[config.mk]
export PLATFORM = sky130hd
export DESIGN_NAME = vpo_top
export DESIGN_NICKNAME = d
export VERILOG_FILES = /design/src/logic/vpo_pkg.sv /design/src/logic/vpo_sync2.sv /design/src/logic/vpo_top.sv
export SDC_FILE = /design/constraint.sdc
export NUM_CORES = 1
export LEC_CHECK = 0
export ABC_AREA = 1
export BUFFER_PORTS_ARGS = -buffer_cell sky130_fd_sc_hd__buf_2
export CORE_UTILIZATION = 35
export CTS_BUF_LIST = sky130_fd_sc_hd__clkbuf_8
export CTS_CLUSTER_SIZE = 24
export DETAILED_ROUTE_END_ITERATION = 10
export PLACE_DENSITY = 0.49
export RECOVER_POWER = 50
export SLEW_MARGIN = 20
export SYNTH_ARGS = -nofsm -noshare
export SYNTH_HDL_FRONTEND = slang
export SYNTH_SLANG_ARGS = --single-unit
[constraint.sdc]
create_clock -name i_clock -period 3.5 [get_ports i_clock]
set_clock_uncertainty 0.05 [all_clocks]
set_input_delay 0.7 -clock i_clock [delete_from_list [all_inputs] [get_ports i_clock]]
set_output_delay 0.7 -clock i_clock [all_outputs]
set_load 0.02 [all_outputs]
[src/logic/vpo_pkg.sv]
/*
  Shared constants and carriers for the video pixel output port.
  Assumes one 100 MHz clock and an AXI4-Lite master with 32-bit data.
*/
package vpo_pkg;

  // ****************************************************
  // clock and timing
  // ****************************************************
  localparam int unsigned CLK_PERIOD_NS = 10;
  localparam int unsigned LLC_PERIOD_NS = 40;
  localparam int unsigned LLC_DIV = LLC_PERIOD_NS / CLK_PERIOD_NS;
  localparam int unsigned LLC_CNT_W = $clog2(LLC_DIV);
  localparam logic [9:0] FRAME_SYNC_LINES = 10'h006;
  localparam int unsigned GL_BITS = 24;
  localparam logic [5:0] FIFO_DEPTH = 6'h20;
  localparam logic [5:0] FIFO_HALF = 6'h10;

  // ****************************************************
  // output mode select encodings
  // ****************************************************
  localparam logic [1:0] MODE_SYNC = 2'h0;
  localparam logic [1:0] MODE_QUAL = 2'h1;
  localparam logic [1:0] MODE_HALF = 2'h2;
  localparam logic [1:0] MODE_BAD = 2'h3;

  // ****************************************************
  // register map: offsets, indices, fields
  // ****************************************************
  localparam int unsigned REG_COUNT = 8;
  localparam logic [7:0] OFS_CTRL = 8'h00;
  localparam logic [7:0] OFS_HSYNC = 8'h04;
  localparam logic [7:0] OFS_HACT = 8'h08;
  localparam logic [7:0] OFS_VACT = 8'h0C;
  localparam logic [7:0] OFS_FIFO = 8'h10;
  localparam logic [7:0] OFS_GPO = 8'h14;
  localparam logic [7:0] OFS_TIMING = 8'h18;
  localparam logic [7:0] OFS_STATUS = 8'h1C;
  localparam logic [2:0] IDX_CTRL = OFS_CTRL[4:2];
  localparam logic [2:0] IDX_HSYNC = OFS_HSYNC[4:2];
  localparam logic [2:0] IDX_HACT = OFS_HACT[4:2];
  localparam logic [2:0] IDX_VACT = OFS_VACT[4:2];
  localparam logic [2:0] IDX_FIFO = OFS_FIFO[4:2];
  localparam logic [2:0] IDX_GPO = OFS_GPO[4:2];
  localparam logic [2:0] IDX_TIMING = OFS_TIMING[4:2];
  localparam logic [2:0] IDX_STATUS = OFS_STATUS[4:2];

  localparam int unsigned CTRL_MODE_LSB = 0;
  localparam int unsigned CTRL_FSPOL = 2;
  localparam int unsigned CTRL_LSPOL = 3;
  localparam int unsigned CTRL_FFPOL = 4;
  localparam int unsigned CTRL_QPOL = 5;
  localparam int unsigned CTRL_WIDE = 6;
  localparam int unsigned LO_LSB = 0;
  localparam int unsigned HI_LSB = 16;
  localparam int unsigned ST_FSYNC = 16;
  localparam int unsigned ST_VACT = 17;
  localparam int unsigned ST_HACT = 18;
  localparam int unsigned ST_NFULL = 19;
  localparam int unsigned ST_NEMPTY = 20;

  // ****************************************************
  // reset values and writable masks, by index
  // ****************************************************
  localparam logic [31:0] RST_VAL [REG_COUNT] = '{
    32'h0000_0000, 32'h0020_0000, 32'h034A_007A, 32'h0106_0016,
    32'h0000_0004, 32'h0000_0000, 32'h0106_035A, 32'h0000_0000};
  localparam logic [31:0] RW_MASK [REG_COUNT] = '{
    32'h0000_007F, 32'h03FF_03FF, 32'h03FF_03FF, 32'h03FF_03FF,
    32'h0000_001F, 32'h0000_000F, 32'h03FF_03FF, 32'h0000_0000};

  localparam logic [1:0] RESP_OKAY = 2'h0;
  localparam logic [1:0] RESP_SLVERR = 2'h2;

  // ****************************************************
  // carriers
  // ****************************************************
  typedef struct packed {
    logic [7:0] luma;
    logic [7:0] chroma;
  } vpo_pixel_t;

endpackage

[src/logic/vpo_sync2.sv]
/*
  Two-stage level synchroniser.
  Assumes the input is asynchronous to i_clock; nothing reads stage one.
*/
`timescale 1ns/1ps
module vpo_sync2
(
  // clock and reset
  input wire logic i_clock,
  input wire logic i_rst,
  input wire logic i_clk_en,
  // levels
  input wire logic i_async,
  output logic o_sync
);

  logic stage1_q;

  always_ff @(posedge i_clock)
  begin
    if (i_rst)
    begin
      stage1_q <= 1'b0;
      o_sync <= 1'b0;
    end
    else if (i_clk_en)
    begin
      stage1_q <= i_async;
      o_sync <= stage1_q;
    end
  end

endmodule

[src/logic/vpo_top.sv]
/*
  Video pixel output port: register slave, video timing, pin drivers.
  Assumes pixel data, FIFO level and genlock word come on i_clock;
  the FIFO read clock is an external pin and is synchronised here.
*/
// What this block does
// - mode 00 vertical pin is frame sync; 10 or 01 is active window
// - frame sync stays active for exactly six lines
// - vertical active window covers the viewable lines of each field
// - one polarity bit inverts both vertical pin functions
// - mode 00 line sync edges set by begin/end in steps of two
// - modes 10/01 horizontal pin shows the programmable active line part
// - one polarity bit inverts both horizontal pin functions
// - 8-bit mode muxes on upper byte; 16-bit splits luma and chroma
// - near-full flag rises when fill reaches depth minus margin
// - near-empty flag rises when fill falls to the margin
// - multifunction pin: half flag, qualified clock or genlock per mode
// - one polarity bit inverts all three FIFO flags
// - genlock pin shifts out the subcarrier lock word serially
// - FIFO modes launch outputs on the external read clock
// - four general outputs follow register writes
// - qualifier marks the half rate, with its own polarity bit
// - half-rate clock is the internal line-locked tick divided by two, even in FIFO modes
// - line-locked pin is the divided clock or the FIFO output clock
`timescale 1ns/1ps
module vpo_top
  import vpo_pkg::*;
(
  // clock, reset, enable
  input wire logic i_clock,
  input wire logic i_rst,
  input wire logic i_clk_en,
  // axi4-lite write
  input wire logic [7:0] i_awaddr,
  input wire logic i_awvalid,
  output logic o_awready,
  input wire logic [31:0] i_wdata,
  input wire logic [3:0] i_wstrb,
  input wire logic i_wvalid,
  output logic o_wready,
  output logic [1:0] o_bresp,
  output logic o_bvalid,
  input wire logic i_bready,
  // axi4-lite read
  input wire logic [7:0] i_araddr,
  input wire logic i_arvalid,
  output logic o_arready,
  output logic [31:0] o_rdata,
  output logic [1:0] o_rresp,
  output logic o_rvalid,
  input wire logic i_rready,
  // decoder side
  input wire vpo_pixel_t i_pixel,
  input wire logic [5:0] i_fifo_level,
  input wire logic [GL_BITS-1:0] i_genlock_word,
  // external pins
  input wire logic i_fifo_read_clock,
  output logic [15:0] o_pixel_bus,
  output logic o_vertical_pin,
  output logic o_horizontal_pin,
  output logic o_fifo_near_full_flag,
  output logic o_fifo_near_empty_flag,
  output logic o_multi_pin,
  output logic o_line_locked_clock,
  output logic o_half_line_locked_clock,
  output logic o_pixel_clock_qualifier,
  output logic [3:0] o_general_outputs
);

  // ****************************************************
  // register file and axi4-lite slave
  // ****************************************************
  logic [31:0] regs_q [REG_COUNT];
  logic aw_full_q;
  logic w_full_q;
  logic [7:0] waddr_q;
  logic [31:0] wdata_q;
  logic [3:0] wstrb_q;
  logic do_write;
  logic [31:0] strb_mask;
  logic [31:0] status;

  assign do_write = aw_full_q && w_full_q && !o_bvalid;
  assign strb_mask = {{8{wstrb_q[3]}}, {8{wstrb_q[2]}},
                      {8{wstrb_q[1]}}, {8{wstrb_q[0]}}};

  // address and data may arrive in either order; both park until used
  always_ff @(posedge i_clock)
  begin
    if (i_rst)
    begin
      aw_full_q <= 1'b0;
      w_full_q <= 1'b0;
      o_awready <= 1'b1;
      o_wready <= 1'b1;
      o_bvalid <= 1'b0;
      o_bresp <= RESP_OKAY;
      waddr_q <= 8'h00;
      wdata_q <= 32'h0000_0000;
      wstrb_q <= 4'h0;
    end
    else if (i_clk_en)
    begin
      if (i_awvalid && o_awready)
      begin
        aw_full_q <= 1'b1;
        o_awready <= 1'b0;
        waddr_q <= i_awaddr;
      end
      if (i_wvalid && o_wready)
      begin
        w_full_q <= 1'b1;
        o_wready <= 1'b0;
        wdata_q <= i_wdata;
        wstrb_q <= i_wstrb;
      end
      if (do_write)
      begin
        aw_full_q <= 1'b0;
        w_full_q <= 1'b0;
        o_bvalid <= 1'b1;
        o_bresp <= (waddr_q[7:5] == 3'h0) ? RESP_OKAY : RESP_SLVERR;
      end
      if (o_bvalid && i_bready)
      begin
        o_bvalid <= 1'b0;
        o_awready <= 1'b1;
        o_wready <= 1'b1;
      end
    end
  end

  // status has a zero mask, so its stored word never changes
  always_ff @(posedge i_clock)
  begin
    if (i_rst)
    begin
      for (int i = 0; i < REG_COUNT; i++)
        regs_q[i] <= RST_VAL[i];
    end
    else if (i_clk_en && do_write && waddr_q[7:5] == 3'h0)
    begin
      for (int i = 0; i < REG_COUNT; i++)
        if (waddr_q[4:2] == 3'(i))
          regs_q[i] <= (regs_q[i] & ~(strb_mask & RW_MASK[i]))
                     | (wdata_q & strb_mask & RW_MASK[i]);
    end
  end

  always_ff @(posedge i_clock)
  begin
    if (i_rst)
    begin
      o_arready <= 1'b1;
      o_rvalid <= 1'b0;
      o_rdata <= 32'h0000_0000;
      o_rresp <= RESP_OKAY;
    end
    else if (i_clk_en)
    begin
      if (i_arvalid && o_arready)
      begin
        o_arready <= 1'b0;
        o_rvalid <= 1'b1;
        if (i_araddr[7:5] != 3'h0)
        begin
          o_rdata <= 32'h0000_0000;
          o_rresp <= RESP_SLVERR;
        end
        else
        begin
          o_rdata <= (i_araddr[4:2] == IDX_STATUS) ? status
                   : regs_q[i_araddr[4:2]];
          o_rresp <= RESP_OKAY;
        end
      end
      if (o_rvalid && i_rready)
      begin
        o_rvalid <= 1'b0;
        o_arready <= 1'b1;
      end
    end
  end

  // ****************************************************
  // configuration fields
  // ****************************************************
  logic [1:0] raw_mode;
  logic [1:0] mode;
  logic fs_pol;
  logic ls_pol;
  logic ff_pol;
  logic q_pol;
  logic wide;
  logic [9:0] line_sync_begin;
  logic [9:0] line_sync_end;
  logic [9:0] ha_start;
  logic [9:0] ha_end;
  logic [9:0] va_start;
  logic [9:0] va_end;
  logic [4:0] margin;
  logic [9:0] line_len;
  logic [9:0] field_lines;

  assign raw_mode = regs_q[IDX_CTRL][CTRL_MODE_LSB +: 2];
  assign mode = (raw_mode == MODE_BAD) ? MODE_SYNC : raw_mode;
  assign fs_pol = regs_q[IDX_CTRL][CTRL_FSPOL];
  assign ls_pol = regs_q[IDX_CTRL][CTRL_LSPOL];
  assign ff_pol = regs_q[IDX_CTRL][CTRL_FFPOL];
  assign q_pol = regs_q[IDX_CTRL][CTRL_QPOL];
  assign wide = regs_q[IDX_CTRL][CTRL_WIDE];
  assign line_sync_begin = regs_q[IDX_HSYNC][LO_LSB +: 10];
  assign line_sync_end = regs_q[IDX_HSYNC][HI_LSB +: 10];
  assign ha_start = regs_q[IDX_HACT][LO_LSB +: 10];
  assign ha_end = regs_q[IDX_HACT][HI_LSB +: 10];
  assign va_start = regs_q[IDX_VACT][LO_LSB +: 10];
  assign va_end = regs_q[IDX_VACT][HI_LSB +: 10];
  assign margin = regs_q[IDX_FIFO][4:0];
  assign line_len = regs_q[IDX_TIMING][LO_LSB +: 10];
  assign field_lines = regs_q[IDX_TIMING][HI_LSB +: 10];

  // ****************************************************
  // clocks: line-locked divider and read clock edge
  // ****************************************************
  logic [LLC_CNT_W-1:0] llc_cnt_q;
  logic llc_tick;
  logic half_q;
  logic rclk_s;
  logic rclk_d_q;
  logic rclk_rise;
  logic launch;

  vpo_sync2 u_rclk_sync
  (
    .i_clock(i_clock),
    .i_rst(i_rst),
    .i_clk_en(i_clk_en),
    .i_async(i_fifo_read_clock),
    .o_sync(rclk_s)
  );

  assign llc_tick = (llc_cnt_q == LLC_CNT_W'(LLC_DIV - 1));
  assign rclk_rise = rclk_s && !rclk_d_q;
  // launch on read clock in fifo modes
  assign launch = (mode == MODE_SYNC) ? llc_tick : rclk_rise;

  always_ff @(posedge i_clock)
  begin
    if (i_rst)
    begin
      llc_cnt_q <= '0;
      half_q <= 1'b0;
      rclk_d_q <= 1'b0;
    end
    else if (i_clk_en)
    begin
      llc_cnt_q <= llc_tick ? '0 : llc_cnt_q + 1'b1;
      rclk_d_q <= rclk_s;
      if (llc_tick)
        half_q <= !half_q;
    end
  end

  // divided clock or fifo output clock
  always_ff @(posedge i_clock)
  begin
    if (i_rst)
    begin
      o_line_locked_clock <= 1'b0;
      o_half_line_locked_clock <= 1'b0;
      o_pixel_clock_qualifier <= 1'b0;
    end
    else if (i_clk_en)
    begin
      o_line_locked_clock <= (mode == MODE_SYNC)
        ? (llc_cnt_q >= LLC_CNT_W'(LLC_DIV / 2)) : rclk_s;
      o_half_line_locked_clock <= half_q;
      o_pixel_clock_qualifier <= half_q ^ q_pol;
    end
  end

  // ****************************************************
  // video timing
  // ****************************************************
  logic [10:0] hcnt_q;
  logic [9:0] vcnt_q;
  logic vs_int;
  logic va_int;
  logic hs_int;
  logic ha_int;

  always_ff @(posedge i_clock)
  begin
    if (i_rst)
    begin
      hcnt_q <= 11'h000;
      vcnt_q <= 10'h000;
    end
    else if (i_clk_en && llc_tick)
    begin
      if (hcnt_q >= {1'b0, line_len} - 11'h001)
      begin
        hcnt_q <= 11'h000;
        vcnt_q <= (vcnt_q >= field_lines - 10'h001) ? 10'h000
                : vcnt_q + 10'h001;
      end
      else
        hcnt_q <= hcnt_q + 11'h001;
    end
  end

  assign vs_int = vcnt_q < FRAME_SYNC_LINES;
  assign va_int = (vcnt_q >= va_start) && (vcnt_q < va_end);
  // edges in steps of two line-locked periods
  assign hs_int = (hcnt_q >= {line_sync_begin, 1'b0}) && (hcnt_q < {line_sync_end, 1'b0});
  assign ha_int = (hcnt_q >= {1'b0, ha_start})
               && (hcnt_q < {1'b0, ha_end});

  // ****************************************************
  // launched pins: sync, pixel bus, genlock
  // ****************************************************
  logic phase_q;
  logic [GL_BITS-1:0] gl_sh_q;
  logic [4:0] gl_cnt_q;

  always_ff @(posedge i_clock)
  begin
    if (i_rst)
    begin
      o_vertical_pin <= 1'b0;
      o_horizontal_pin <= 1'b0;
      o_pixel_bus <= 16'h0000;
      phase_q <= 1'b0;
    end
    else if (i_clk_en && launch)
    begin
      o_vertical_pin <= ((mode == MODE_SYNC) ? vs_int : va_int) ^ fs_pol;
      o_horizontal_pin <= ((mode == MODE_SYNC) ? hs_int : ha_int) ^ ls_pol;
      phase_q <= !phase_q;
      // chroma first, then luma, in 8-bit mode
      if (wide)
        o_pixel_bus <= {i_pixel.luma, i_pixel.chroma};
      else
        o_pixel_bus <= {phase_q ? i_pixel.luma : i_pixel.chroma, 8'h00};
    end
  end

  // serial genlock word, one bit per line-locked period
  always_ff @(posedge i_clock)
  begin
    if (i_rst)
    begin
      gl_sh_q <= '0;
      gl_cnt_q <= 5'h00;
    end
    else if (i_clk_en && llc_tick)
    begin
      if (gl_cnt_q == 5'(GL_BITS - 1))
      begin
        gl_cnt_q <= 5'h00;
        gl_sh_q <= i_genlock_word;
      end
      else
      begin
        gl_cnt_q <= gl_cnt_q + 5'h01;
        gl_sh_q <= {gl_sh_q[GL_BITS-2:0], 1'b0};
      end
    end
  end

  // ****************************************************
  // fifo flags, multifunction pin, general outputs
  // ****************************************************
  logic nfull_int;
  logic nempty_int;
  logic half_int;

  // near full at depth minus margin
  assign nfull_int = i_fifo_level >= (FIFO_DEPTH - {1'b0, margin});
  assign nempty_int = i_fifo_level <= {1'b0, margin};
  assign half_int = i_fifo_level >= FIFO_HALF;

  always_ff @(posedge i_clock)
  begin
    if (i_rst)
    begin
      o_fifo_near_full_flag <= 1'b0;
      o_fifo_near_empty_flag <= 1'b0;
      o_multi_pin <= 1'b0;
    end
    else if (i_clk_en)
    begin
      o_fifo_near_full_flag <= nfull_int ^ ff_pol;
      o_fifo_near_empty_flag <= nempty_int ^ ff_pol;
      case (mode)
        MODE_HALF: o_multi_pin <= half_int ^ ff_pol;
        MODE_QUAL: o_multi_pin <= rclk_s && ha_int && va_int;
        default: o_multi_pin <= gl_sh_q[GL_BITS-1];
      endcase
    end
  end

  always_ff @(posedge i_clock)
  begin
    if (i_rst)
      o_general_outputs <= 4'h0;
    else if (i_clk_en)
      o_general_outputs <= regs_q[IDX_GPO][3:0];
  end

  always_comb
  begin
    status = 32'h0000_0000;
    status[9:0] = vcnt_q;
    status[ST_FSYNC] = vs_int;
    status[ST_VACT] = va_int;
    status[ST_HACT] = ha_int;
    status[ST_NFULL] = nfull_int;
    status[ST_NEMPTY] = nempty_int;
  end
endmodule

**Word level (Yosys, flattened, before mapping)**

Memories as Yosys holds them, arrays and structs flattened. A register that Yosys moved wholly into a read port is not among the register bits.
Cells that the tools add are included.

- Add/subtract/negate cells: 7
- Muxes and demuxes: 73
- Magnitude comparators: 13
- Reduce and logical (&&, ||, !) cells: 44
- Equality and inequality tests: 14
- Bitwise operators: 33

Operator list:

| kind | number |
|---|---|
| 2-to-1 mux 32 bit | 10 |
| bitwise AND 32 bit | 7 |
| OR 32 x 26 -> 32 bit | 4 |
| 2-to-1 mux 1 bit | 52 |
| inverter 26 -> 32 bit | 1 |
| inverter 4 -> 32 bit | 1 |
| inverter 5 -> 32 bit | 1 |
| inverter 7 -> 32 bit | 1 |
| OR 32 x 4 -> 32 bit | 1 |
| OR 32 x 5 -> 32 bit | 1 |
| OR 32 x 7 -> 32 bit | 1 |
| bitwise AND 26 bit | 1 |
| AND reduction 2 bit | 13 |
| 2-to-1 mux 24 bit | 1 |
| >= comparator 11 bit | 2 |
| >= comparator 10 bit | 2 |
| logical AND 1 bit | 17 |
| 2-to-1 mux 16 bit | 1 |
| == test 3 bit, second input constant | 5 |
| nonzero test 2 bit | 6 |
| adder 11 x 1 -> 11 bit, second input constant | 1 |
| >= comparator 11 x 10 -> 1 bit | 1 |
| < comparator 11 x 10 -> 1 bit | 1 |
| < comparator 11 bit | 1 |
| 30 further kinds | 52 |

- RAM bits: 256
- Register bits: 162
- Input bits: 107
- Output and inout port bits: 69
- Memories kept: 1
- Logic and storage cells: 217

Memory list:

| name | words | bits a word | rd ports | clocked after Yosys merged registers in | write ports | RTL line | text |
|---|---|---|---|---|---|---|---|
| regs_q | 8 | 32 | 9 | 1 | 8 | vpo_top.sv:73 | `logic [31:0] regs_q [REG_COUNT];` |

**Depth between registers and ports, before layout**

Gate-level depths: netlist (run 1).

- Word-level depth: 9
- Gate-level depth with buffers: 17
- Depth with buffers taken out: 16

**Modules after synthesis**

A second synthesis (run 1) with hierarchy kept.

- Cells, all modules: 1726
- Area total of the unflattened synthesis: 13460.4 µm²

By module, submodules not included:

| module | cells each | instances | area an instance (µm²) | sequential area each (µm²) |
|---|---|---|---|---|
| vpo_top | 1713 | 1 | 13379.1 | 5725.5 |
| vpo_sync2 | 13 | 1 | 81.3 | 40.0 |

**Worst setup path before layout (run 1)**

Ideal clock, no wire load.

- Path type: register to register
- From: memory regs_q[6][0]
- To: register vcnt_q[3]
- Setup slack: 694 ps
- Required time: 3324 ps
- Library setup time: 126 ps
- Path buffers: 1
- Stages on the path, launching flop included: 16
- Arrival: 2630 ps
- Period minus slack after synthesis: 2806 ps
- Cell sequence: edfxtp_1 inv_1 ha_1 nand2_1 or3_1 nor3_1 nand3_1 ha_1 nand2_1 nor2_1 nand3_1 nand4_1 nand2_1 buf_2 o21ai_0 nor2_1

RTL lines:

| item | RTL line | text |
|---|---|---|
| start, declared | vpo_top.sv:73 |  |
| end signal, assigned | vpo_top.sv:304 | `vcnt_q <= (vcnt_q >= field_lines - 10'h001) ? 10'h000` |
| end, declared | vpo_top.sv:286 | `logic [9:0] vcnt_q;` |

==> flow_metrics.py, run 1 <==
metrics = {
    "run_status": {
        "status": "finished with violations",
        "violations": "capacitance limit, slew limit",
    },
    "yosys": {
        "synth_cells": 1731,
        "synth-main-ff-cell": "dfxtp_1",
        "synth_area_leaders": "dfxtp_1 (21%), edfxtp_1 (21%), ha_1 (9.1%)",
        "syn_area_um2": 13500,
        "async_reset_ff_share_pct": 0,
        "yosysWarnings": 0,
        "synth_edf_count": 96,
        "synth_seq_area_share_pct": 42.7,
        "yosysTopAreaCell": "dfxtp_1",
        "synth_top_area_share_pct": 21.3,
        "syn_avg_cell_area_um2": 7.80,
        "yosys.cell_types.count": 49,
        "synth_seq_cells": 240,
    },
    "timing": {
        "period_share_pct": 90.5,
        "tightestPinTransition_ns": 1.75,
        "min_period_ns": 3.17,
        "setup_viol": 0,
        "max_slew_margin_pct": -16.8,
        "clock.fmax_mhz": 316,
        "finalHoldViolations": 0,
        "setup_slack_ns": 0.331,
        "rsz0062_at_grt": "false",
        "fin_setup_tns_ns": 0,
        "slew_violations": 36,
    },
    "worst_setup_path": {
        "start_kind": "register",
        "crit_fanout": 7,
        "worstPathArrival_ns": 3.65,
        "cp.required_ns": 3.98,
        "crit_type": "register to register",
        "cp-end-kind": "register",
    },
    "route": {
        "drtIter0Drc": 815,
        "firstDrtPassIters": 5,
        "drc_errors": 0,
        "via_count": 12343,
        "ant_nets": 0,
        "wirelength_um": 44300,
        "routed_via_density": 5.10,
        "routedWlPerCell_um": 18.3,
    },
    "die": {
        "coreArea_um2": 37800,
        "die_h_um": 198,
        "die_area_um2": 39400,
        "initial_core_util_pct": 35.7,
        "num_rows": 71,
        "dieWidth_um": 198,
        "ios": 176,
    },
    "global_route": {
        "grt_overflow_total": 0,
        "first_global_vias": 11870,
        "antenna_found_initial": 0,
        "grt_pass1_wl_um": 68700,
        "grt_start_max_net_pins": 45,
        "gr-usage-all-layers_pct": 22.9,
    },
    "clock_network": {
        "cts_sinks": 240,
        "cts_tree": "built",
        "clk_pin_slew_ns": 0.06,
        "clkLatencyLatePin_ns": 0.60,
        "cts_buffers": 43,
        "htreeDepth": 2,
        "cts_root_buffer": "clkbuf_8",
        "cts_buffer_depth": 3,
        "ctsHoldBuffers": 0,
        "postCtsSetupRepairBufs": 0,
    },
    "power": {
        "leakagePower_uw": 0.00681,
        "vdd.ir_drop.worst_v": 0.000255,
        "powerDensity_nw_per_um2": 401,
        "finalPower_uw": 6180,
    },
    "finish": {
        "drive_above_1_share_pct": 9.73,
        "final_util_pct": 40.7,
        "n_fill_cell": 4090,
        "area_growth_pct": 14.0,
        "mostFrequentLayoutCells": "nand2_1 (288), inv_1 (231), a21oi_1 (205)",
        "final_common_cell": "nand2_1",
        "diodes": 0,
        "layout.nets": 2083,
    },
    "placed_design": {
        "hpwl_um": 33300,
        "pre_cts_ws_ns": 0.176,
        "gp_congestion": 0.915,
        "io_buffer_count": 145,
    },
    "min_path": {
        "min_path_type": "primary input to register",
    },
    "job": {
        "max_cap_violations": 1,
    },
}
[power by group]
group	switching (µW)	internal, µW
Combinational	433	205
Clock	1220	1220
Sequential	90.6	3010
[per-stage QoR]
stage	hold WS (ns)	area (µm²)	cells
after floorplan	0.383	13600	1744
after global placement	0.393	14800	2344
after detailed placement	0.399	14800	2344
after CTS	0.260	15500	2422
after global routing	0.292	15400	2422
final	0.302	15400	2422
[sequential cells by signal, summed over array words and instances, names as in the netlist, 2 cells and up]
name and flops:
vcnt_q 10, waddr_q 6, gl_sh_q 24, hcnt_q 11
o_general_outputs 4, gl_cnt_q 5, regs_q 96, llc_cnt_q 2
wdata_q 20, wstrb_q 4, o_pixel_bus 16, o_rdata 20
[logic make-up (layout without fill, tap and decap cells)]
| family | count (synthesis) | in the layout | synth area share [%] |
|---|---|---|---|
| adders and majority gates | 98 | 98 | 9.08 |
| DFF | 240 | 240 | 42.7 |
| AOI/OAI and AO/OA | 429 | 429 | 17.4 |
| xor gates and xnor gates | 33 | 33 | 2.14 |
| other | 1 | 14 | 0.0278 |
| buffers and inverters | 302 | 469 | 9.06 |
| and+or+nand+nor | 628 | 628 | 19.6 |
[final cells by class]
type / instances / area, µm² / share of cell area, %
Sequential cell: 240 / 5770 / 37.4
Tap cell: 511 / 639 / 4.15
Clock buffer: 46 / 633 / 4.11
Timing Repair Buffer: 181 / 901 / 5.85
Inverter: 210 / 788 / 5.12
Multi-Input combinational cell: 1202 / 6530 / 42.4
Clock inverter: 32 / 141 / 0.918
[repair_timing]
| item | 4_1_cts | 5_1_grt |
|---|---|---|
| hold endpoints to repair | 0 | 0 |
| gates resized for setup | 0 | 3 |
| endpoints found under the setup margin | 0 | 7 |
[worst max-delay path: stages, from the launching register on]
cell and delay [ns]:
edfxtp_1 0.41, inv_1 0.13, ha_1 0.20, nand2_1 0.09, or3_1 0.37, nor3_2 0.19
xor2_1 0.19, ha_1 0.28, a21oi_1 0.16, o21a_1 0.13, nand4_1 0.20, nand2_1 0.16
nand2_2 0.14, buf_4 0.24, nor3b_1 0.16
[layer usage]
metal | track usage (%) | part of all wire, % | routed length, µm
met5 | 0 | 0 | 0
met4 | 8.12 | 2.9 | 1280
met3 | 3.14 | 5.1 | 2270
met1 | 29.7 | 44 | 19700
met2 | 38.8 | 48 | 21100
[synth_stat cells (2+ instances only)]
| cell type | number |
|---|---|
| buf_4 | 16 |
| o22ai_1 | 12 |
| xnor2_1 | 6 |
| o31ai_1 | 2 |
| ha_1 | 98 |
| edfxtp_1 | 96 |
| a31oi_1 | 9 |
| or2_2 | 2 |
| inv_2 | 5 |
| or3_1 | 2 |
| o21a_1 | 3 |
| nor2_2 | 4 |
| buf_6 | 2 |
| nor3_1 | 14 |
| nor3b_1 | 3 |
| o221ai_1 | 4 |
| dfxtp_1 | 144 |
| o311ai_0 | 3 |
| o2111ai_1 | 4 |
| buf_1 | 9 |
| nor2_1 | 191 |
| nand3_2 | 2 |
| inv_1 | 204 |
| o211a_1 | 2 |
| a21oi_1 | 205 |
| a211oi_1 | 4 |
| a21o_1 | 2 |
| o21ai_0 | 142 |
| nor2_4 | 3 |
| and3_1 | 2 |
| xor2_1 | 27 |
| nor4_1 | 4 |
| buf_2 | 12 |
| nand3_1 | 90 |
| nand4_1 | 19 |
| clkbuf_1 | 53 |
| o211ai_1 | 32 |
| nand2_1 | 288 |
[worst paths after layout]
| check | start | to | slack, ns | cells past startpoint |
|---|---|---|---|---|
| worst max-delay path | regs_q[6][0]$_SDFFCE_PP0P_ | hcnt_q[5]$_SDFFE_PP0P_ | 0.33 | 14 |
| worst min-delay path | i_fifo_read_clock | u_rclk_sync.stage1_q$_SDFFE_PP0P_ | 0.30 | 3 |
| worst max register to register | regs_q[6][0]$_SDFFCE_PP0P_ | hcnt_q[5]$_SDFFE_PP0P_ | 0.33 | 14 |
| worst min register to register | aw_full_q$_SDFFE_PP0P_ | aw_full_q$_SDFFE_PP0P_ | 0.40 | 2 |
Power figures use the tool's default switching activity.
==> run 2: changes to the inputs <==
--- a/config.mk
+++ b/config.mk
@@ -16,4 +16,5 @@
 export SLEW_MARGIN = 20
 export SYNTH_ARGS = -nofsm -noshare
 export SYNTH_HDL_FRONTEND = slang
+export SYNTH_HIERARCHICAL = 1
 export SYNTH_SLANG_ARGS = --single-unit
==> flow_metrics.py, run 2 <==
metrics = {
    "run_status": {
        "status": "finished with violations",
        "violations": "capacitance limit, slew limit",
    },
    "timing": {
        "rsz0062_at_grt": "false",
        "max_slew_margin_pct": -55.5,
        "min_period_ns": 3.12,
        "clock.fmax_mhz": 320,
        "tightestPinTransition_ns": 2.33,
        "fin_setup_tns_ns": 0,
        "setup_slack_ns": 0.376,
        "setup_viol": 0,
        "period_share_pct": 89.3,
        "finalHoldViolations": 0,
        "slew_violations": 110,
    },
    "die": {
        "initial_core_util_pct": 35.7,
        "ios": 176,
        "die_h_um": 198,
        "num_rows": 71,
        "die_area_um2": 39200,
        "coreArea_um2": 37800,
        "dieWidth_um": 198,
    },
    "power": {
        "power.switching_uw": 1830,
        "leakagePower_uw": 0.00675,
        "powerDensity_nw_per_um2": 425,
        "p_sw_share_pct": 27.8,
        "p_clk_share_pct": 43.2,
        "combPwrFrac_pct": 9.7,
        "vdd.ir_drop.worst_v": 0.000243,
        "internal-power_uw": 4760,
        "p_seq_share_pct": 47.1,
        "finalPower_uw": 6590,
    },
    "clock_network": {
        "cts_buffer_depth": 3,
        "cts_sinks": 240,
        "cts_tree": "built",
        "cts_buffers": 46,
        "clk_pin_slew_ns": 0.06,
        "ctsHoldBuffers": 0,
        "cts_root_buffer": "clkbuf_8",
        "htreeDepth": 2,
        "clkLatencyLatePin_ns": 0.62,
        "postCtsSetupRepairBufs": 0,
    },
    "worst_setup_path": {
        "critPathMaxStageDelay_ns": 0.41,
        "cp-end-kind": "register",
        "start_kind": "register",
        "path_buf_inv": 2,
        "worst_path_max_delay_cell": "edfxtp_1",
        "worstPathArrival_ns": 3.56,
        "reg2regPathDepth": 16,
        "crit_type": "register to register",
        "crit_family": "simple AND/OR/NAND/NOR gates",
        "path_cells": "inv_1 > ha_1 > nand3_1 > nor2_1 > nand2_1 > nor3_1 > nand3b_1 > ha_1 > nand2_1 > nor2_1 > nand3_1 > nand4_1 > nand2_1 > buf_4 > o21ai_1 > nor2_1",
        "timing.reg2reg.setup_slack_ns": 0.38,
        "crit_fanout": 7,
        "r2r-end": "vcnt_q[6]$_SDFFE_PP0P_",
        "cp.required_ns": 3.94,
        "r2r_start": "regs_q[6][0]$_SDFFCE_PP0P_",
    },
    "finish": {
        "diodes": 0,
        "drive_above_1_share_pct": 10.7,
        "top_regs": "regs_q (96), gl_sh_q (24)",
        "area_growth_pct": 15.4,
        "final_common_cell": "nand2_1",
        "final_util_pct": 41.1,
        "layout.nets": 2080,
        "mostFrequentLayoutCells": "nand2_1 (295), inv_1 (205), a21oi_1 (197)",
        "largest_reg_flops": 96,
        "largest_register": "regs_q",
    },
    "placed_design": {
        "gp_congestion": 0.942,
        "hpwl_um": 33400,
        "io_buffer_count": 145,
        "pre_cts_ws_ns": 0.405,
    },
    "job": {
        "max_cap_violations": 3,
    },
    "yosys": {
        "async_reset_ff_share_pct": 0,
        "synth_edf_count": 96,
        "syn_avg_cell_area_um2": 7.80,
        "synth-main-ff-cell": "dfxtp_1",
        "yosys.cell_types.count": 47,
        "yosysTopAreaCell": "dfxtp_1",
        "yosysWarnings": 6,
        "synth_seq_cells": 240,
        "netlist_top_cells_count": "nand2_1 (295), a21oi_1 (197), inv_1 (194)",
        "synth_seq_area_share_pct": 42.8,
        "synth_top_area_share_pct": 21.4,
        "syn_area_um2": 13500,
        "yosysMostFrequentCell": "nand2_1",
        "synth_area_leaders": "dfxtp_1 (21%), edfxtp_1 (21%), ha_1 (9.1%)",
        "synth_cells": 1726,
    },
    "route": {
        "routed_via_density": 5.08,
        "firstDrtPassIters": 6,
        "wirelength_um": 44700,
        "ant_nets": 0,
        "routedWlPerCell_um": 18.5,
        "drc_errors": 0,
        "via_count": 12299,
        "drtIter0Drc": 729,
    },
    "global_route": {
        "grt_start_max_net_pins": 42,
        "antenna_found_initial": 0,
        "grt_overflow_total": 0,
        "first_global_vias": 11679,
        "grt_pass1_wl_um": 67100,
        "gr-usage-all-layers_pct": 22.8,
    },
    "min_path": {
        "worstHoldStart": "i_genlock_word[8]",
        "whs_path_depth": 3,
        "min_to": "gl_sh_q[8]$_SDFFE_PP0P_",
        "min_path_type": "primary input to register",
    },
}
[run 2: changes by cell type in the layout (fill, tap and decap cells not counted), moves of 7 or more]
cell / before / now
nand2_1: 288 / 295
clkbuf_8: 46 / 54
nor2_2: 3 / 11
nor2_1: 194 / 186
inv_1: 231 / 205
clkinv_1: 1 / 10
a21oi_1: 205 / 197
[run 2: final cells by class]
| cell class | count | area (µm²) |
|---|---|---|
| sequential | 240 | 5770 |
| clock inverter | 29 | 180 |
| tap | 511 | 639 |
| inverter | 205 | 769 |
| multi-input combinational | 1206 | 6570 |
| fill | 3995 | 22200 |
| clock buffer | 54 | 743 |
| timing repair buffer | 176 | 861 |
[run 2: routing by layer]
| metal | up-vias | global-route usage, % | share of wire (%) |
|---|---|---|---|
| li1 | 6117 | - | - |
| met1 | 5706 | 29.4 | 44 |
| met2 | 387 | 37.7 | 47 |
| met3 | 89 | 3.76 | 6.2 |
| met4 | 0 | 9.27 | 3.3 |
| met5 | - | 0 | 0 |
[run 2: tightest hold or removal path, cell delays in order]
cell     delay (ns)
buf_2          0.08
nor2_1         0.03
o21ai_0        0.12
[run 2: logic make-up after synthesis]
logic type                 share of synthesized area (%)
and+or+nand+nor                                     19.8
AOI/OAI and AO/OA                                   17.4
buffers and inverters                               8.73
DFF                                                 42.8
adders and majority gates                           9.11
xor gates and xnor gates                            2.08
other                                             0.0279
[run 2: metrics by stage]
stage / std cells / area [µm²] / hold slack, ns
floorplan: 1739 / 13500 / 0.379
global placement: 2338 / 14700 / 0.393
detailed placement: 2338 / 14700 / 0.397
CTS: 2421 / 15600 / 0.247
global route: 2421 / 15500 / 0.290
finish: 2421 / 15500 / 0.294
[run 2: how the worst max path moves through the flow]
stage,startpoint,to,slack (ns),cells past startpoint
6_report,regs_q[6][0]$_SDFFCE_PP0P_,vcnt_q[6]$_SDFFE_PP0P_,0.38,16
5_1_grt,regs_q[6][0]$_SDFFCE_PP0P_,vcnt_q[6]$_SDFFE_PP0P_,0.03,16
4_1_cts,regs_q[6][0]$_SDFFCE_PP0P_,vcnt_q[2]$_SDFFE_PP0P_,0.38,17
3_5_place_dp,regs_q[6][0]$_SDFFCE_PP0P_,vcnt_q[2]$_SDFFE_PP0P_,0.40,17
3_3_place_gp,regs_q[6][0]$_SDFFCE_PP0P_,vcnt_q[2]$_SDFFE_PP0P_,0.43,17
2_1_floorplan,i_clk_en,regs_q[6][0]$_SDFFCE_PP0P_,0.20,5
[run 2: what timing repair did]
item,in CTS,in global routing
resized for setup,0,1
setup endpoints to repair,0,1
hold endpoints to repair,0,0
[run 2: power groups by stage]
| stage | logic (µW) | registers (µW) | clock network, µW |
|---|---|---|---|
| after floorplan | 405 | 3150 | 0 |
| after global placement | 640 | 3160 | 0 |
| after detailed placement | 647 | 3160 | 0 |
| after CTS | 649 | 3100 | 2930 |
| after global routing | 710 | 3120 | 3040 |
| final | 638 | 3100 | 2850 |
